===== config.mk =====
export PLATFORM = sky130hd
export DESIGN_NAME = clock_fault_monitor
export DESIGN_NICKNAME = d
export VERILOG_FILES = /design/src/clock_fault_monitor_pkg.sv /design/src/clock_fault_monitor.sv
export SDC_FILE = /design/constraint.sdc
export NUM_CORES = 2
export LEC_CHECK = 0
export BUFFER_PORTS_ARGS = -buffer_cell sky130_fd_sc_hd__buf_2
export CORE_MARGIN = 1.5
export CORE_UTILIZATION = 30
export CTS_CLUSTER_DIAMETER = 150
export DETAILED_ROUTE_END_ITERATION = 16
export PLACE_DENSITY = 0.45
export SETUP_SLACK_MARGIN = 0.4
export SYNTH_ARGS = -nofsm -noshare
export SYNTH_HDL_FRONTEND = slang
export SYNTH_SLANG_ARGS = --single-unit

===== constraint.sdc =====
create_clock -name clock_in -period 7.8 [get_ports clock_in]
set_clock_uncertainty 0.05 [all_clocks]
set_input_delay 1.56 -clock clock_in [delete_from_list [all_inputs] [get_ports clock_in]]
set_output_delay 1.56 -clock clock_in [all_outputs]
set_load 0.01 [all_outputs]

===== src/clock_fault_monitor_pkg.sv =====
// Constants shared by the clock fault monitor: register map, field layout, reset values.
package clock_fault_monitor_pkg;
	// Register byte offsets
	localparam logic [7:0] CTRL_OFS = 8'h00; // Monitor enables, reference select, output options
	localparam logic [7:0] LIVE_OFS = 8'h04; // Live status, read only
	localparam logic [7:0] STICKY_OFS = 8'h08; // Sticky status, write one to clear
	localparam logic [7:0] MASK_OFS = 8'h0c; // Interrupt mask, one blocks
	localparam logic [7:0] OOF_WIN_OFS = 8'h10; // Valid window and hysteresis, 1/16 ppm units
	localparam logic [7:0] LOS_SENS_OFS = 8'h14; // Tolerated missing periods, 4 bits per channel
	localparam logic [7:0] LOL_SET_OFS = 8'h18; // Lock-loss set threshold, 0.1 ppm units
	localparam logic [7:0] LOL_CLR_OFS = 8'h1c; // Lock-loss clear threshold, 0.1 ppm units
	localparam logic [7:0] LOL_DLY_OFS = 8'h20; // Lock-loss clear delay, microseconds
	localparam logic [7:0] LOOP_SEL_OFS = 8'h24; // Input selection of loops a, c, d
	localparam logic [7:0] XPOINT_OFS = 8'h28; // Output crosspoint, 2 bits per output
	localparam logic [7:0] LOS_PER_OFS = 8'h2c; // Longest accepted input period, clock cycles
	// Control field positions
	localparam int CTRL_FAST_EN = 0; // Fast frequency monitor enable
	localparam int CTRL_PREC_EN = 1; // Precision frequency monitor enable
	localparam int CTRL_KEEP_OUT = 2; // Keep outputs running on crystal loss
	localparam int CTRL_CASCADE = 3; // Output 6 cascades dividers 5 and 6 for 1 Hz
	localparam int CTRL_IN34_BOTH = 4; // Loop d uses both inputs 3 and 4
	localparam int CTRL_IN34_SEL = 5; // Single input used by loop d: 0 input 3, 1 input 4
	localparam int CTRL_REF_LSB = 8; // Reference select, 3 bits
	// Status layout: 0..4 signal loss, 5..8 frequency range, 9..12 lock loss
	localparam int LOS_LSB = 0;
	localparam int OOF_LSB = 5;
	localparam int LOL_LSB = 9;
	localparam int STAT_W = 13;
	// Reference select codes
	localparam logic [2:0] REFSEL_STABLE = 3'h0; // Stable reference input
	localparam logic [2:0] REFSEL_XTAL = 3'h4; // Crystal input; 1..3 pick inputs 0..2
	// Reset values
	localparam logic [10:0] CTRL_RST = 11'h003;
	localparam logic [12:0] MASK_RST = 13'h1fff;
	localparam logic [12:0] OOF_WIN_RST = 13'h1f40; // 500 ppm
	localparam logic [12:0] OOF_HYST_RST = 13'h0020; // 2 ppm
	localparam logic [27:0] LOS_SENS_RST = 28'h2222222; // Two misses ignored, fits gapped clocks
	localparam logic [16:0] LOL_SET_RST = 17'h0000a; // 1 ppm
	localparam logic [16:0] LOL_CLR_RST = 17'h00001; // 0.1 ppm
	localparam logic [15:0] LOL_DLY_RST = 16'h0000;
	localparam logic [8:0] LOOP_SEL_RST = 9'h000;
	localparam logic [13:0] XPOINT_RST = 14'h0000;
	localparam logic [15:0] LOS_PER_RST = 16'h0064;
	// Limits and timing
	localparam logic [19:0] FAST_LIMIT = 20'd64000; // 4000 ppm in 1/16 ppm units
	localparam int CLK_PERIOD_NS = 10;
	localparam int TICK_NS = 1000; // Lock-loss delay timebase
	localparam int TICK_CYCLES = TICK_NS / CLK_PERIOD_NS;
	localparam logic [6:0] TICK_LAST = 7'(TICK_CYCLES - 1);
	localparam int N_MON = 7; // in0, in1, in2, ref, xtal, in3, in4
	localparam int N_OUT = 7;
endpackage : clock_fault_monitor_pkg


===== src/clock_fault_monitor.sv =====
// Clock fault supervision: signal loss, frequency range, lock loss, status and output control.
`timescale 1ns/1ps
// Notes on behaviour
// - Loops switch inputs up to 500 ppm apart
// - Lock loss asserted while loop pulls in
// - Glitchless switch produces no output runt pulse
// - Valid gapped clock raises no fault monitor
// - Inputs 0-2, reference: loss and range; crystal: loss
// - Loss detector times periods, programmable sensitivity
// - Signal loss has live and sticky bits
// - Inputs 3/4 drive holdover only when single
// - Crystal loss disables outputs unless configured otherwise
// - Range status combines precision and fast monitors
// - Precision window in 1/16 ppm, hysteresis
// - Frequency reference selectable among sources
// - Fast monitor flags beyond 4000 ppm
// - Lock loss live, sticky, active-low pins
// - Separate set and clear thresholds
// - Optional timer delays lock-loss clearing
// - Maskable interrupt pin on status change
// - Clearing sticky bits releases interrupt pin
// - Crosspoint feeds any output from any loop
// - Output 6 cascades dividers for 1 Hz
module clock_fault_monitor (
	input wire logic clock_in,
	input wire logic rstn_in,
	input wire logic [7:0] addr_in,
	input wire logic [31:0] wdata_in,
	input wire logic wr_in,
	input wire logic rd_in,
	input wire logic [6:0] clk_pins_in, // in0, in1, in2, ref, xtal, in3, in4
	input wire logic [4:0][19:0] freq_offset_in, // Signed, 1/16 ppm, vs local timebase
	input wire logic freq_valid_in, // Pulse: new precision measurement
	input wire logic [3:0][17:0] pd_diff_in, // Signed phase detector difference, 0.1 ppm
	output logic [31:0] rdata_out,
	output logic irq_pin_n_out,
	output logic loop_a_lock_loss_n_out,
	output logic loop_c_lock_loss_n_out,
	output logic loop_d_lock_loss_n_out,
	output logic ref_lock_loss_n_out,
	output logic crystal_loss_alarm_out,
	output logic holdover_d_out,
	output logic [6:0] out_enable_out,
	output logic [13:0] out_pll_sel_out,
	output logic [8:0] loop_sel_out,
	output logic cascade_1hz_out
);
	// Complete state of the block
	typedef struct packed {
		logic [6:0] sync1; // First synchroniser stage, read only by sync2
		logic [6:0] sync2;
		logic [6:0] sync3;
		logic [6:0] flt; // Agreed pin level
		logic [6:0][15:0] per_cnt; // Cycles since last rising edge or period timeout
		logic [6:0][3:0] miss_cnt; // Consecutive missing periods
		logic [6:0] signal_loss; // Signal loss per channel
		logic [3:0] prec_oof; // Precision monitor result
		logic [3:0] freq_out_of_range; // Combined range status
		logic [3:0] lock_loss;
		logic [3:0][15:0] lol_tmr; // Clear-delay timers
		logic [6:0] tick_cnt; // Microsecond divider
		logic [12:0] live_prev;
		logic [12:0] sticky;
		logic [12:0] mask;
		logic [10:0] ctrl;
		logic [12:0] oof_win;
		logic [12:0] oof_hyst;
		logic [27:0] los_sens;
		logic [16:0] lol_set;
		logic [16:0] lol_clr;
		logic [15:0] lol_dly;
		logic [8:0] loop_sel;
		logic [13:0] xpoint;
		logic [15:0] los_per;
		logic [31:0] rdata;
		logic irq_n;
		logic [3:0] lol_pin_n;
		logic xtal_alarm;
		logic holdover_d;
		logic [6:0] out_en;
	} state_t;

	state_t st_q, st_d;

	// Crystal reference code, declared ahead of the function that decodes it
	localparam logic [2:0] REFSEL_XTAL_C = clock_fault_monitor_pkg::REFSEL_XTAL;

	// Magnitude of a signed frequency offset
	function automatic logic [19:0] mag20(input logic [19:0] v);
		mag20 = v[19] ? 20'(-v) : v;
	endfunction : mag20

	// Magnitude of a signed phase detector difference
	function automatic logic [17:0] mag18(input logic [17:0] v);
		mag18 = v[17] ? 18'(-v) : v;
	endfunction : mag18

	// Offset of the selected 0 ppm reference
	function automatic logic [19:0] ref_offset(input logic [2:0] sel,
			input logic [4:0][19:0] offs);
		case (sel)
			3'h1: ref_offset = offs[0];
			3'h2: ref_offset = offs[1];
			3'h3: ref_offset = offs[2];
			REFSEL_XTAL_C: ref_offset = offs[4];
			default: ref_offset = offs[3];
		endcase
	endfunction : ref_offset

	// Combinational next state
	always_comb begin
		logic [12:0] live;
		logic [12:0] clr_bits;
		logic [19:0] refo;
		logic [19:0] d;
		logic [19:0] lo_bound;
		logic fast_hit;
		logic tick;
		logic [17:0] pd;
		logic [2:0] new_sel;
		live = '0;
		clr_bits = '0;
		refo = '0;
		d = '0;
		lo_bound = '0;
		fast_hit = 1'b0;
		tick = 1'b0;
		pd = '0;
		new_sel = '0;
		st_d = st_q;
		// Three-stage pin synchronisers; level accepted once stages two and three agree
		st_d.sync1 = clk_pins_in;
		st_d.sync2 = st_q.sync1;
		st_d.sync3 = st_q.sync2;
		for (int i = 0; i < clock_fault_monitor_pkg::N_MON; i++) begin
			if (st_q.sync2[i] == st_q.sync3[i]) begin
				st_d.flt[i] = st_q.sync3[i];
			end
			// Period timing per channel; sampling and the two-stage agreement limit useful inputs to at most 25 MHz
			if (st_d.flt[i] && !st_q.flt[i]) begin
				st_d.per_cnt[i] = '0;
				st_d.miss_cnt[i] = '0;
				st_d.signal_loss[i] = 1'b0;
			end else if (st_q.per_cnt[i] >= st_q.los_per) begin
				st_d.per_cnt[i] = '0;
				// One more missing period; isolated gaps stay below the sensitivity
				if (st_q.miss_cnt[i] != 4'hf) begin
					st_d.miss_cnt[i] = st_q.miss_cnt[i] + 4'h1;
				end
				if (st_q.miss_cnt[i] >= st_q.los_sens[i*4 +: 4]) begin
					st_d.signal_loss[i] = 1'b1;
				end
			end else begin
				st_d.per_cnt[i] = st_q.per_cnt[i] + 16'h0001;
			end
		end
		// Frequency range on inputs 0..2 and the stable reference
		refo = ref_offset(st_q.ctrl[clock_fault_monitor_pkg::CTRL_REF_LSB +: 3],
			freq_offset_in);
		lo_bound = (st_q.oof_hyst > st_q.oof_win) ? 20'h0 :
			20'(st_q.oof_win - st_q.oof_hyst);
		for (int i = 0; i < 4; i++) begin
			d = mag20(20'(freq_offset_in[i] - refo));
			// Fast monitor acts every cycle to catch a ramping input
			fast_hit = d > clock_fault_monitor_pkg::FAST_LIMIT;
			// Precision monitor updates only with a finished measurement
			if (freq_valid_in) begin
				if (d > 20'(st_q.oof_win)) begin
					st_d.prec_oof[i] = 1'b1;
				end else if (d < lo_bound) begin
					st_d.prec_oof[i] = 1'b0;
				end
			end
			st_d.freq_out_of_range[i] = (st_q.ctrl[clock_fault_monitor_pkg::CTRL_PREC_EN] & st_d.prec_oof[i])
				| (st_q.ctrl[clock_fault_monitor_pkg::CTRL_FAST_EN] & fast_hit);
		end
		// Microsecond enable for the clear-delay timers
		if (st_q.tick_cnt == clock_fault_monitor_pkg::TICK_LAST) begin
			st_d.tick_cnt = '0;
			tick = 1'b1;
		end else begin
			st_d.tick_cnt = st_q.tick_cnt + 7'h01;
		end
		// Lock loss with set and clear comparators and clear-delay timer
		for (int i = 0; i < 4; i++) begin
			pd = mag18(pd_diff_in[i]);
			if (pd > 18'(st_q.lol_set)) begin
				st_d.lock_loss[i] = 1'b1;
				st_d.lol_tmr[i] = '0;
			end else if (st_q.lock_loss[i] && pd < 18'(st_q.lol_clr)) begin
				if (st_q.lol_tmr[i] >= st_q.lol_dly) begin
					st_d.lock_loss[i] = 1'b0;
				end else if (tick) begin
					st_d.lol_tmr[i] = st_q.lol_tmr[i] + 16'h0001;
				end
			end else begin
				st_d.lol_tmr[i] = '0; // Any excursion restarts the settle time
			end
		end
		// Register writes
		if (wr_in) begin
			case (addr_in)
				clock_fault_monitor_pkg::CTRL_OFS: st_d.ctrl = wdata_in[10:0];
				clock_fault_monitor_pkg::STICKY_OFS: clr_bits = wdata_in[12:0];
				clock_fault_monitor_pkg::MASK_OFS: st_d.mask = wdata_in[12:0];
				clock_fault_monitor_pkg::OOF_WIN_OFS: begin
					st_d.oof_win = wdata_in[12:0];
					st_d.oof_hyst = wdata_in[28:16];
				end
				clock_fault_monitor_pkg::LOS_SENS_OFS: st_d.los_sens = wdata_in[27:0];
				clock_fault_monitor_pkg::LOL_SET_OFS: st_d.lol_set = wdata_in[16:0];
				clock_fault_monitor_pkg::LOL_CLR_OFS: st_d.lol_clr = wdata_in[16:0];
				clock_fault_monitor_pkg::LOL_DLY_OFS: st_d.lol_dly = wdata_in[15:0];
				clock_fault_monitor_pkg::LOOP_SEL_OFS: begin
					st_d.loop_sel = wdata_in[8:0];
					// A new input means pull-in; hold lock loss until the clear path runs
					for (int l = 0; l < 3; l++) begin
						new_sel = wdata_in[l*3 +: 3];
						if (new_sel != st_q.loop_sel[l*3 +: 3]) begin
							st_d.lock_loss[l] = 1'b1;
							st_d.lol_tmr[l] = '0;
						end
					end
				end
				clock_fault_monitor_pkg::XPOINT_OFS: st_d.xpoint = wdata_in[13:0];
				clock_fault_monitor_pkg::LOS_PER_OFS: st_d.los_per = wdata_in[15:0];
				default: begin
					// Unmapped and read-only addresses ignore writes
				end
			endcase
		end
		// Live status; inputs 3 and 4 stay out of it
		live = {st_d.lock_loss, st_d.freq_out_of_range, st_d.signal_loss[4:0]};
		st_d.live_prev = live;
		// Changes set sticky bits; a change beats a clear in the same cycle
		st_d.sticky = (st_q.sticky & ~clr_bits) | (live ^ st_q.live_prev);
		// Interrupt pin low while any unmasked sticky bit stands
		st_d.irq_n = ~|(st_d.sticky & ~st_d.mask);
		st_d.lol_pin_n = ~st_d.lock_loss;
		st_d.xtal_alarm = st_d.signal_loss[4];
		// Inputs 3/4 feed holdover only when loop d uses just one of them
		if (st_d.ctrl[clock_fault_monitor_pkg::CTRL_IN34_BOTH]) begin
			st_d.holdover_d = 1'b0;
		end else begin
			st_d.holdover_d = st_d.ctrl[clock_fault_monitor_pkg::CTRL_IN34_SEL] ?
				st_d.signal_loss[6] : st_d.signal_loss[5];
		end
		// Outputs off on crystal loss unless told to keep running
		st_d.out_en = (st_d.signal_loss[4] && !st_d.ctrl[clock_fault_monitor_pkg::CTRL_KEEP_OUT]) ?
			7'h00 : 7'h7f;
		// Register reads, data in the following cycle
		st_d.rdata = '0;
		if (rd_in) begin
			case (addr_in)
				clock_fault_monitor_pkg::CTRL_OFS: st_d.rdata = {21'h0, st_q.ctrl};
				clock_fault_monitor_pkg::LIVE_OFS: st_d.rdata = {19'h0, st_q.live_prev};
				clock_fault_monitor_pkg::STICKY_OFS: st_d.rdata = {19'h0, st_q.sticky};
				clock_fault_monitor_pkg::MASK_OFS: st_d.rdata = {19'h0, st_q.mask};
				clock_fault_monitor_pkg::OOF_WIN_OFS:
					st_d.rdata = {3'h0, st_q.oof_hyst, 3'h0, st_q.oof_win};
				clock_fault_monitor_pkg::LOS_SENS_OFS: st_d.rdata = {4'h0, st_q.los_sens};
				clock_fault_monitor_pkg::LOL_SET_OFS: st_d.rdata = {15'h0, st_q.lol_set};
				clock_fault_monitor_pkg::LOL_CLR_OFS: st_d.rdata = {15'h0, st_q.lol_clr};
				clock_fault_monitor_pkg::LOL_DLY_OFS: st_d.rdata = {16'h0, st_q.lol_dly};
				clock_fault_monitor_pkg::LOOP_SEL_OFS: st_d.rdata = {23'h0, st_q.loop_sel};
				clock_fault_monitor_pkg::XPOINT_OFS: st_d.rdata = {18'h0, st_q.xpoint};
				clock_fault_monitor_pkg::LOS_PER_OFS: st_d.rdata = {16'h0, st_q.los_per};
				default: st_d.rdata = '0; // Unmapped reads return zero
			endcase
		end
	end

	// State register
	always_ff @(posedge clock_in or negedge rstn_in) begin
		if (!rstn_in) begin
			st_q <= '0;
			st_q.ctrl <= clock_fault_monitor_pkg::CTRL_RST;
			st_q.mask <= clock_fault_monitor_pkg::MASK_RST;
			st_q.oof_win <= clock_fault_monitor_pkg::OOF_WIN_RST;
			st_q.oof_hyst <= clock_fault_monitor_pkg::OOF_HYST_RST;
			st_q.los_sens <= clock_fault_monitor_pkg::LOS_SENS_RST;
			st_q.lol_set <= clock_fault_monitor_pkg::LOL_SET_RST;
			st_q.lol_clr <= clock_fault_monitor_pkg::LOL_CLR_RST;
			st_q.lol_dly <= clock_fault_monitor_pkg::LOL_DLY_RST;
			st_q.loop_sel <= clock_fault_monitor_pkg::LOOP_SEL_RST;
			st_q.xpoint <= clock_fault_monitor_pkg::XPOINT_RST;
			st_q.los_per <= clock_fault_monitor_pkg::LOS_PER_RST;
			st_q.irq_n <= 1'b1;
			st_q.lol_pin_n <= 4'hf;
			st_q.out_en <= 7'h7f;
		end else begin
			st_q <= st_d;
		end
	end

	// Outputs straight from the state register
	assign rdata_out = st_q.rdata;
	assign irq_pin_n_out = st_q.irq_n;
	assign loop_a_lock_loss_n_out = st_q.lol_pin_n[0];
	assign loop_c_lock_loss_n_out = st_q.lol_pin_n[1];
	assign loop_d_lock_loss_n_out = st_q.lol_pin_n[2];
	assign ref_lock_loss_n_out = st_q.lol_pin_n[3];
	assign crystal_loss_alarm_out = st_q.xtal_alarm;
	assign holdover_d_out = st_q.holdover_d;
	assign out_enable_out = st_q.out_en;
	assign out_pll_sel_out = st_q.xpoint;
	// Switching itself is left to the loops, which keep output edges whole
	assign loop_sel_out = st_q.loop_sel;
	// Output 5 must stay at or below 33.5 MHz while this is set
	assign cascade_1hz_out = st_q.ctrl[clock_fault_monitor_pkg::CTRL_CASCADE];

	// Changed status always lands in the sticky register
	a_sticky_change_set: assert property (@(posedge clock_in) disable iff (!rstn_in)
		((st_q.live_prev ^ $past(st_q.live_prev)) & ~st_q.sticky) == 13'h0)
		else $error("status change not captured in sticky bits");

	// Unmasked sticky bit pulls the interrupt pin low
	a_irq_pin_level: assert property (@(posedge clock_in) disable iff (!rstn_in)
		(|(st_q.sticky & ~st_q.mask)) != irq_pin_n_out)
		else $error("interrupt pin disagrees with sticky and mask");

	// Clearing all sticky bits with no new change releases the pin
	a_irq_release: assert property (@(posedge clock_in) disable iff (!rstn_in)
		(wr_in && addr_in == clock_fault_monitor_pkg::STICKY_OFS && wdata_in[12:0] == 13'h1fff
		&& st_d.live_prev == st_q.live_prev) |=> irq_pin_n_out)
		else $error("interrupt pin not released after sticky clear");

	// Crystal loss without keep-running blanks every output
	a_xtal_outputs_off: assert property (@(posedge clock_in) disable iff (!rstn_in)
		(crystal_loss_alarm_out && !st_q.ctrl[clock_fault_monitor_pkg::CTRL_KEEP_OUT])
		|-> out_enable_out == 7'h00)
		else $error("outputs running during crystal loss");

	// New input on loop a forces lock loss next cycle
	a_pullin_lock_loss: assert property (@(posedge clock_in) disable iff (!rstn_in)
		(wr_in && addr_in == clock_fault_monitor_pkg::LOOP_SEL_OFS
		&& wdata_in[2:0] != st_q.loop_sel[2:0]) |=> !loop_a_lock_loss_n_out)
		else $error("no lock loss during pull-in");

	// Difference beyond set threshold raises lock loss
	a_lol_set_level: assert property (@(posedge clock_in) disable iff (!rstn_in)
		(mag18(pd_diff_in[1]) > 18'(st_q.lol_set)) |=> !loop_c_lock_loss_n_out)
		else $error("lock loss not set above threshold");

	// Lock loss holds while the difference is not under the clear threshold
	a_lol_clear_cond: assert property (@(posedge clock_in) disable iff (!rstn_in)
		(!loop_a_lock_loss_n_out && mag18(pd_diff_in[0]) >= 18'(st_q.lol_clr))
		|=> !loop_a_lock_loss_n_out)
		else $error("lock loss cleared above clear threshold");

	// Agreed rising edge clears signal loss
	a_los_edge_clear: assert property (@(posedge clock_in) disable iff (!rstn_in)
		$rose(st_q.flt[0]) |-> !st_q.signal_loss[0])
		else $error("signal loss stands after an edge");

	// Both inputs 3 and 4 in use keeps holdover request low
	a_holdover_both: assert property (@(posedge clock_in) disable iff (!rstn_in)
		st_q.ctrl[clock_fault_monitor_pkg::CTRL_IN34_BOTH] |-> !holdover_d_out)
		else $error("holdover driven with both inputs in use");

	// Fast monitor flags a large offset on input 0
	a_fast_oof: assert property (@(posedge clock_in) disable iff (!rstn_in)
		(st_q.ctrl[clock_fault_monitor_pkg::CTRL_FAST_EN]
		&& mag20(20'(freq_offset_in[0] - ref_offset(st_q.ctrl[10:8], freq_offset_in)))
		> clock_fault_monitor_pkg::FAST_LIMIT) |=> st_q.freq_out_of_range[0])
		else $error("fast monitor missed large offset");

	// Read data stand only in the cycle after the strobe
	a_read_live: assert property (@(posedge clock_in) disable iff (!rstn_in)
		(rd_in && addr_in == clock_fault_monitor_pkg::LIVE_OFS)
		|=> rdata_out == {19'h0, $past(st_q.live_prev)} ##1 ($past(rd_in) || rdata_out == 32'h0))
		else $error("live status read data wrong");
endmodule : clock_fault_monitor


==> metrics <==
outcome=finished, final reports clean; met3 usage=between 2 and 3%; IO buf count=287; Post-synth EDFFs=0; Setup violations, final=0; met1 usage=between 30% and 40%; CP startpoint kind=primary input; post-DP HPWL=about 130 mm; RSZ-0062 raised after global routing=no; worst slew pin tran=1180 ps; post-synthesis instance total=4712; Slew headroom=21.2%; multi-input logic area=approximately 0.028 sq mm; WP data arrival=around 7700 ps; Yosys warning total=0; core footprint=around 0.14 sq mm; final net count=6012; Setup crit start=freq_offset_in[52]; most frequent cells in the layout=578 x ha_1, 430 x dfrtp_1, 398 x nor2_1; R2R depth=29; Net Sw Frac=between 40% and 50%; PwrDens=231 mW/mm^2; Post-route DRC=0; drt first pass iters=6; area leader, netlist=dfrtp_1; vias in the first global route=roughly 36000; Synth Area in Compound Gates=around a fifth; Placed Instances=7017; ranking of synthesized cells by area=dfrtp_1 26%, ha_1 17%, xnor2_1 4.1%, mux2_2 3.9%, nor2_1 3.6%; mean post-synth cell area=8.91 sq um; Post-Synth XOR/XNOR Area=7.51%; Pleak=roughly 22 nW; worst setup margin=579 ps; Max stage delay cell, worst path=o41a_1; root buf cell=clkbuf_16; largest net degree at the start of global routing=169; Achievable Freq=between 0.1 and 0.15 GHz; Clock Pin Slew Worst Setup and Hold Paths=roughly 60 ps; CTS Sinks=474; I/O pin cnt=294; FF-to-FF Start=st_q[198]; layout cell share with drive strength beyond 1=between 10% and 20%; starting density of the core=30.2%; mux contribution to synthesized area=4.40%; largest family of logic cells by synthesized area=compound AO/OA/AOI/OAI gates; commonest non-fill, non-tap cell in the layout=ha_1; filler-free cell count of the finished design=7127; Total Die Area=0.142 sq mm; area delta synth->final=18.3%; total CTS buffers=54; Via Count=37600; Clk pwr share=23.8%; distinct cell type count of the synthesized netlist=116; Post-DRT Antenna Nets=0; Seq/Total Area, Yosys=28.4%; Seq pwr share=25.3%; GR peak layer=met2; Fin. Hold Viols=0; Logic pwr share=50.9%; Reg2Reg Setup Slack=620 ps; global-route met2 utilization=35.5%; Post-Synth Simple-Gate Area=17.8%; Initial DRC Count=2698; Int Pwr=0.00682 W; FILL cells=14500; first-pass GRT wire length=roughly 240 mm; vias per inst=5.27; global route overflow=0; Synth Area in Adders=17.6%; Worst path most repeated cell=a21o_1; die height=377 um; largest stage delay on the critical path=600 ps; TritonCTS clock tree=yes; max-slew violation count=0; register area=~0.012 sq mm; Sw Pwr=0.00466 W; endpoint class of the critical path=flip-flop; Tmin final=7220 ps; pre-CTS WS=-128 ps; Placer Congestion=around 0.90; MaxCap Viol Count=0; reg2reg end=irq_pin_n_out; wire per inst=roughly 22 um; initial antenna violation count=13; fin crit share=slightly above 90%; Critical Path End=irq_pin_n_out; H-tree levels=2; Required @ worst endpoint=8320 ps; #FFs+latches synth=474; gr usage total=21.8%; main flop type after synthesis=dfrtp_1; clk_lat worst skew=650 ps; Core Rows=137; Synth top area share=25.8%; FFs w/ async S/R, synth=100%; path type of the worst setup path=in -> reg; CP Max Fanout=22; routed wire length=159 mm; Die X=377 um; HP Class=reg -> reg; Max Root-Sink Buffers=3; mapped cell area=0.0420 sq mm; VDD IR-drop max=between 150 and 200 uV
[repair_timing]
item	in CTS	in global routing
resized for setup	3	39
buffers inserted	0	7
gates cloned	0	0
pin swaps	0	13
endpoints found under the setup margin	1	7
hold buffers	0	0
[power groups by stage]
stage               sequential, W  clock, W  combinational [W]
global placement          0.00294         0            0.00571
floorplan                 0.00286         0            0.00370
global route              0.00293   0.00290            0.00655
CTS                       0.00290   0.00281            0.00579
finish                    0.00290   0.00273            0.00585
detailed placement        0.00294         0            0.00574
[sequential cells by signal, summed over array words and instances, names as in the netlist]
name                    cells
cascade_1hz_out             1
holdover_d_out              1
irq_pin_n_out               1
loop_a_lock_loss_n_out      1
loop_c_lock_loss_n_out      1
loop_d_lock_loss_n_out      1
loop_sel_out                9
out_enable_out              1
out_pll_sel_out            14
rdata_out                  29
ref_lock_loss_n_out         1
st_d                       14
st_q                      400
[cells in the mapped netlist, types with 23 or more instances]
cell / instances
ha_1: 579
dfrtp_1: 433
nor2_1: 400
nand2_1: 346
a21oi_1: 229
inv_1: 228
o21ai_0: 202
xnor2_1: 197
a21o_1: 192
nand3_1: 160
xor2_1: 155
mux2_2: 146
clkbuf_1: 127
nand4_1: 94
nor3_1: 71
and3_1: 68
buf_4: 64
nand2b_1: 59
nor2b_1: 53
or3_1: 52
a22o_1: 50
a221oi_1: 45
a31oi_1: 45
o21a_1: 42
dfstp_2: 41
a22oi_1: 37
o211ai_1: 35
a211oi_1: 34
nor4_1: 32
o31ai_1: 30
and2_1: 27
or2_2: 27
a221o_1: 23
[final cells by class]
| type | count | area share (%) |
|---|---|---|
| antenna | 4 | 0.0202 |
| tap | 1876 | 4.73 |
| clock inverter | 16 | 0.549 |
| timing repair buffer | 637 | 8.40 |
| clock buffer | 83 | 3.28 |
| multi-input combinational | 3808 | 57.3 |
| sequential | 474 | 24.0 |
| inverter | 229 | 1.73 |
[critical path, delay by kind of cell]
kind | cells | cell delay (ps)
buf+inv | 4 | 710
simple gates | 3 | 470
xor+xnor | 2 | 450
fa+ha+maj | 2 | 580
compound gates | 17 | 3970
[routing by layer]
metal  up-vias  share of wire [%]
li1      18300                  -
met1     18100                 47
met2       897                 46
met3       202                4.9
met4         8                2.9
met5         -              0.022
[logic make-up (layout without fill, tap and decap cells)]
family                     after synthesis  in the layout
muxes                                  166            166
DFF                                    474            474
and+or+nand+nor                       1497           1497
buffers and inverters                  432            965
other                                    1              7
adders and majority gates              590            590
AOI/OAI and AO/OA                     1196           1196
xor gates and xnor gates               356            356
[through the flow]
step	utilization (%)	hold slack (ps)	setup TNS [ps]	area, sq um	total power, W
2_1_floorplan	-	281	0	42100	0.00657
3_3_place_gp	34.1	283	-134	47500	0.00865
3_5_place_dp	34.1	285	-128	47500	0.00869
4_1_cts	35.5	299	0	49400	0.0115
5_1_grt	35.7	309	0	49700	0.0124
6_report	35.7	297	0	49700	0.0115
[worst min path at each step]
stage | start | endpoint | slack [ps] | cells after the start
global placement | st_d[485] | st_d[478] | 280 | 0
detailed placement | st_d[484] | st_d[477] | 280 | 0
floorplan | st_d[483] | st_d[476] | 280 | 0
CTS | st_d[484] | st_d[477] | 300 | 0
finish | st_d[484] | st_d[477] | 300 | 0
global route | st_d[485] | st_d[478] | 310 | 0
Note: power is estimated with default switching activity, not from simulation.
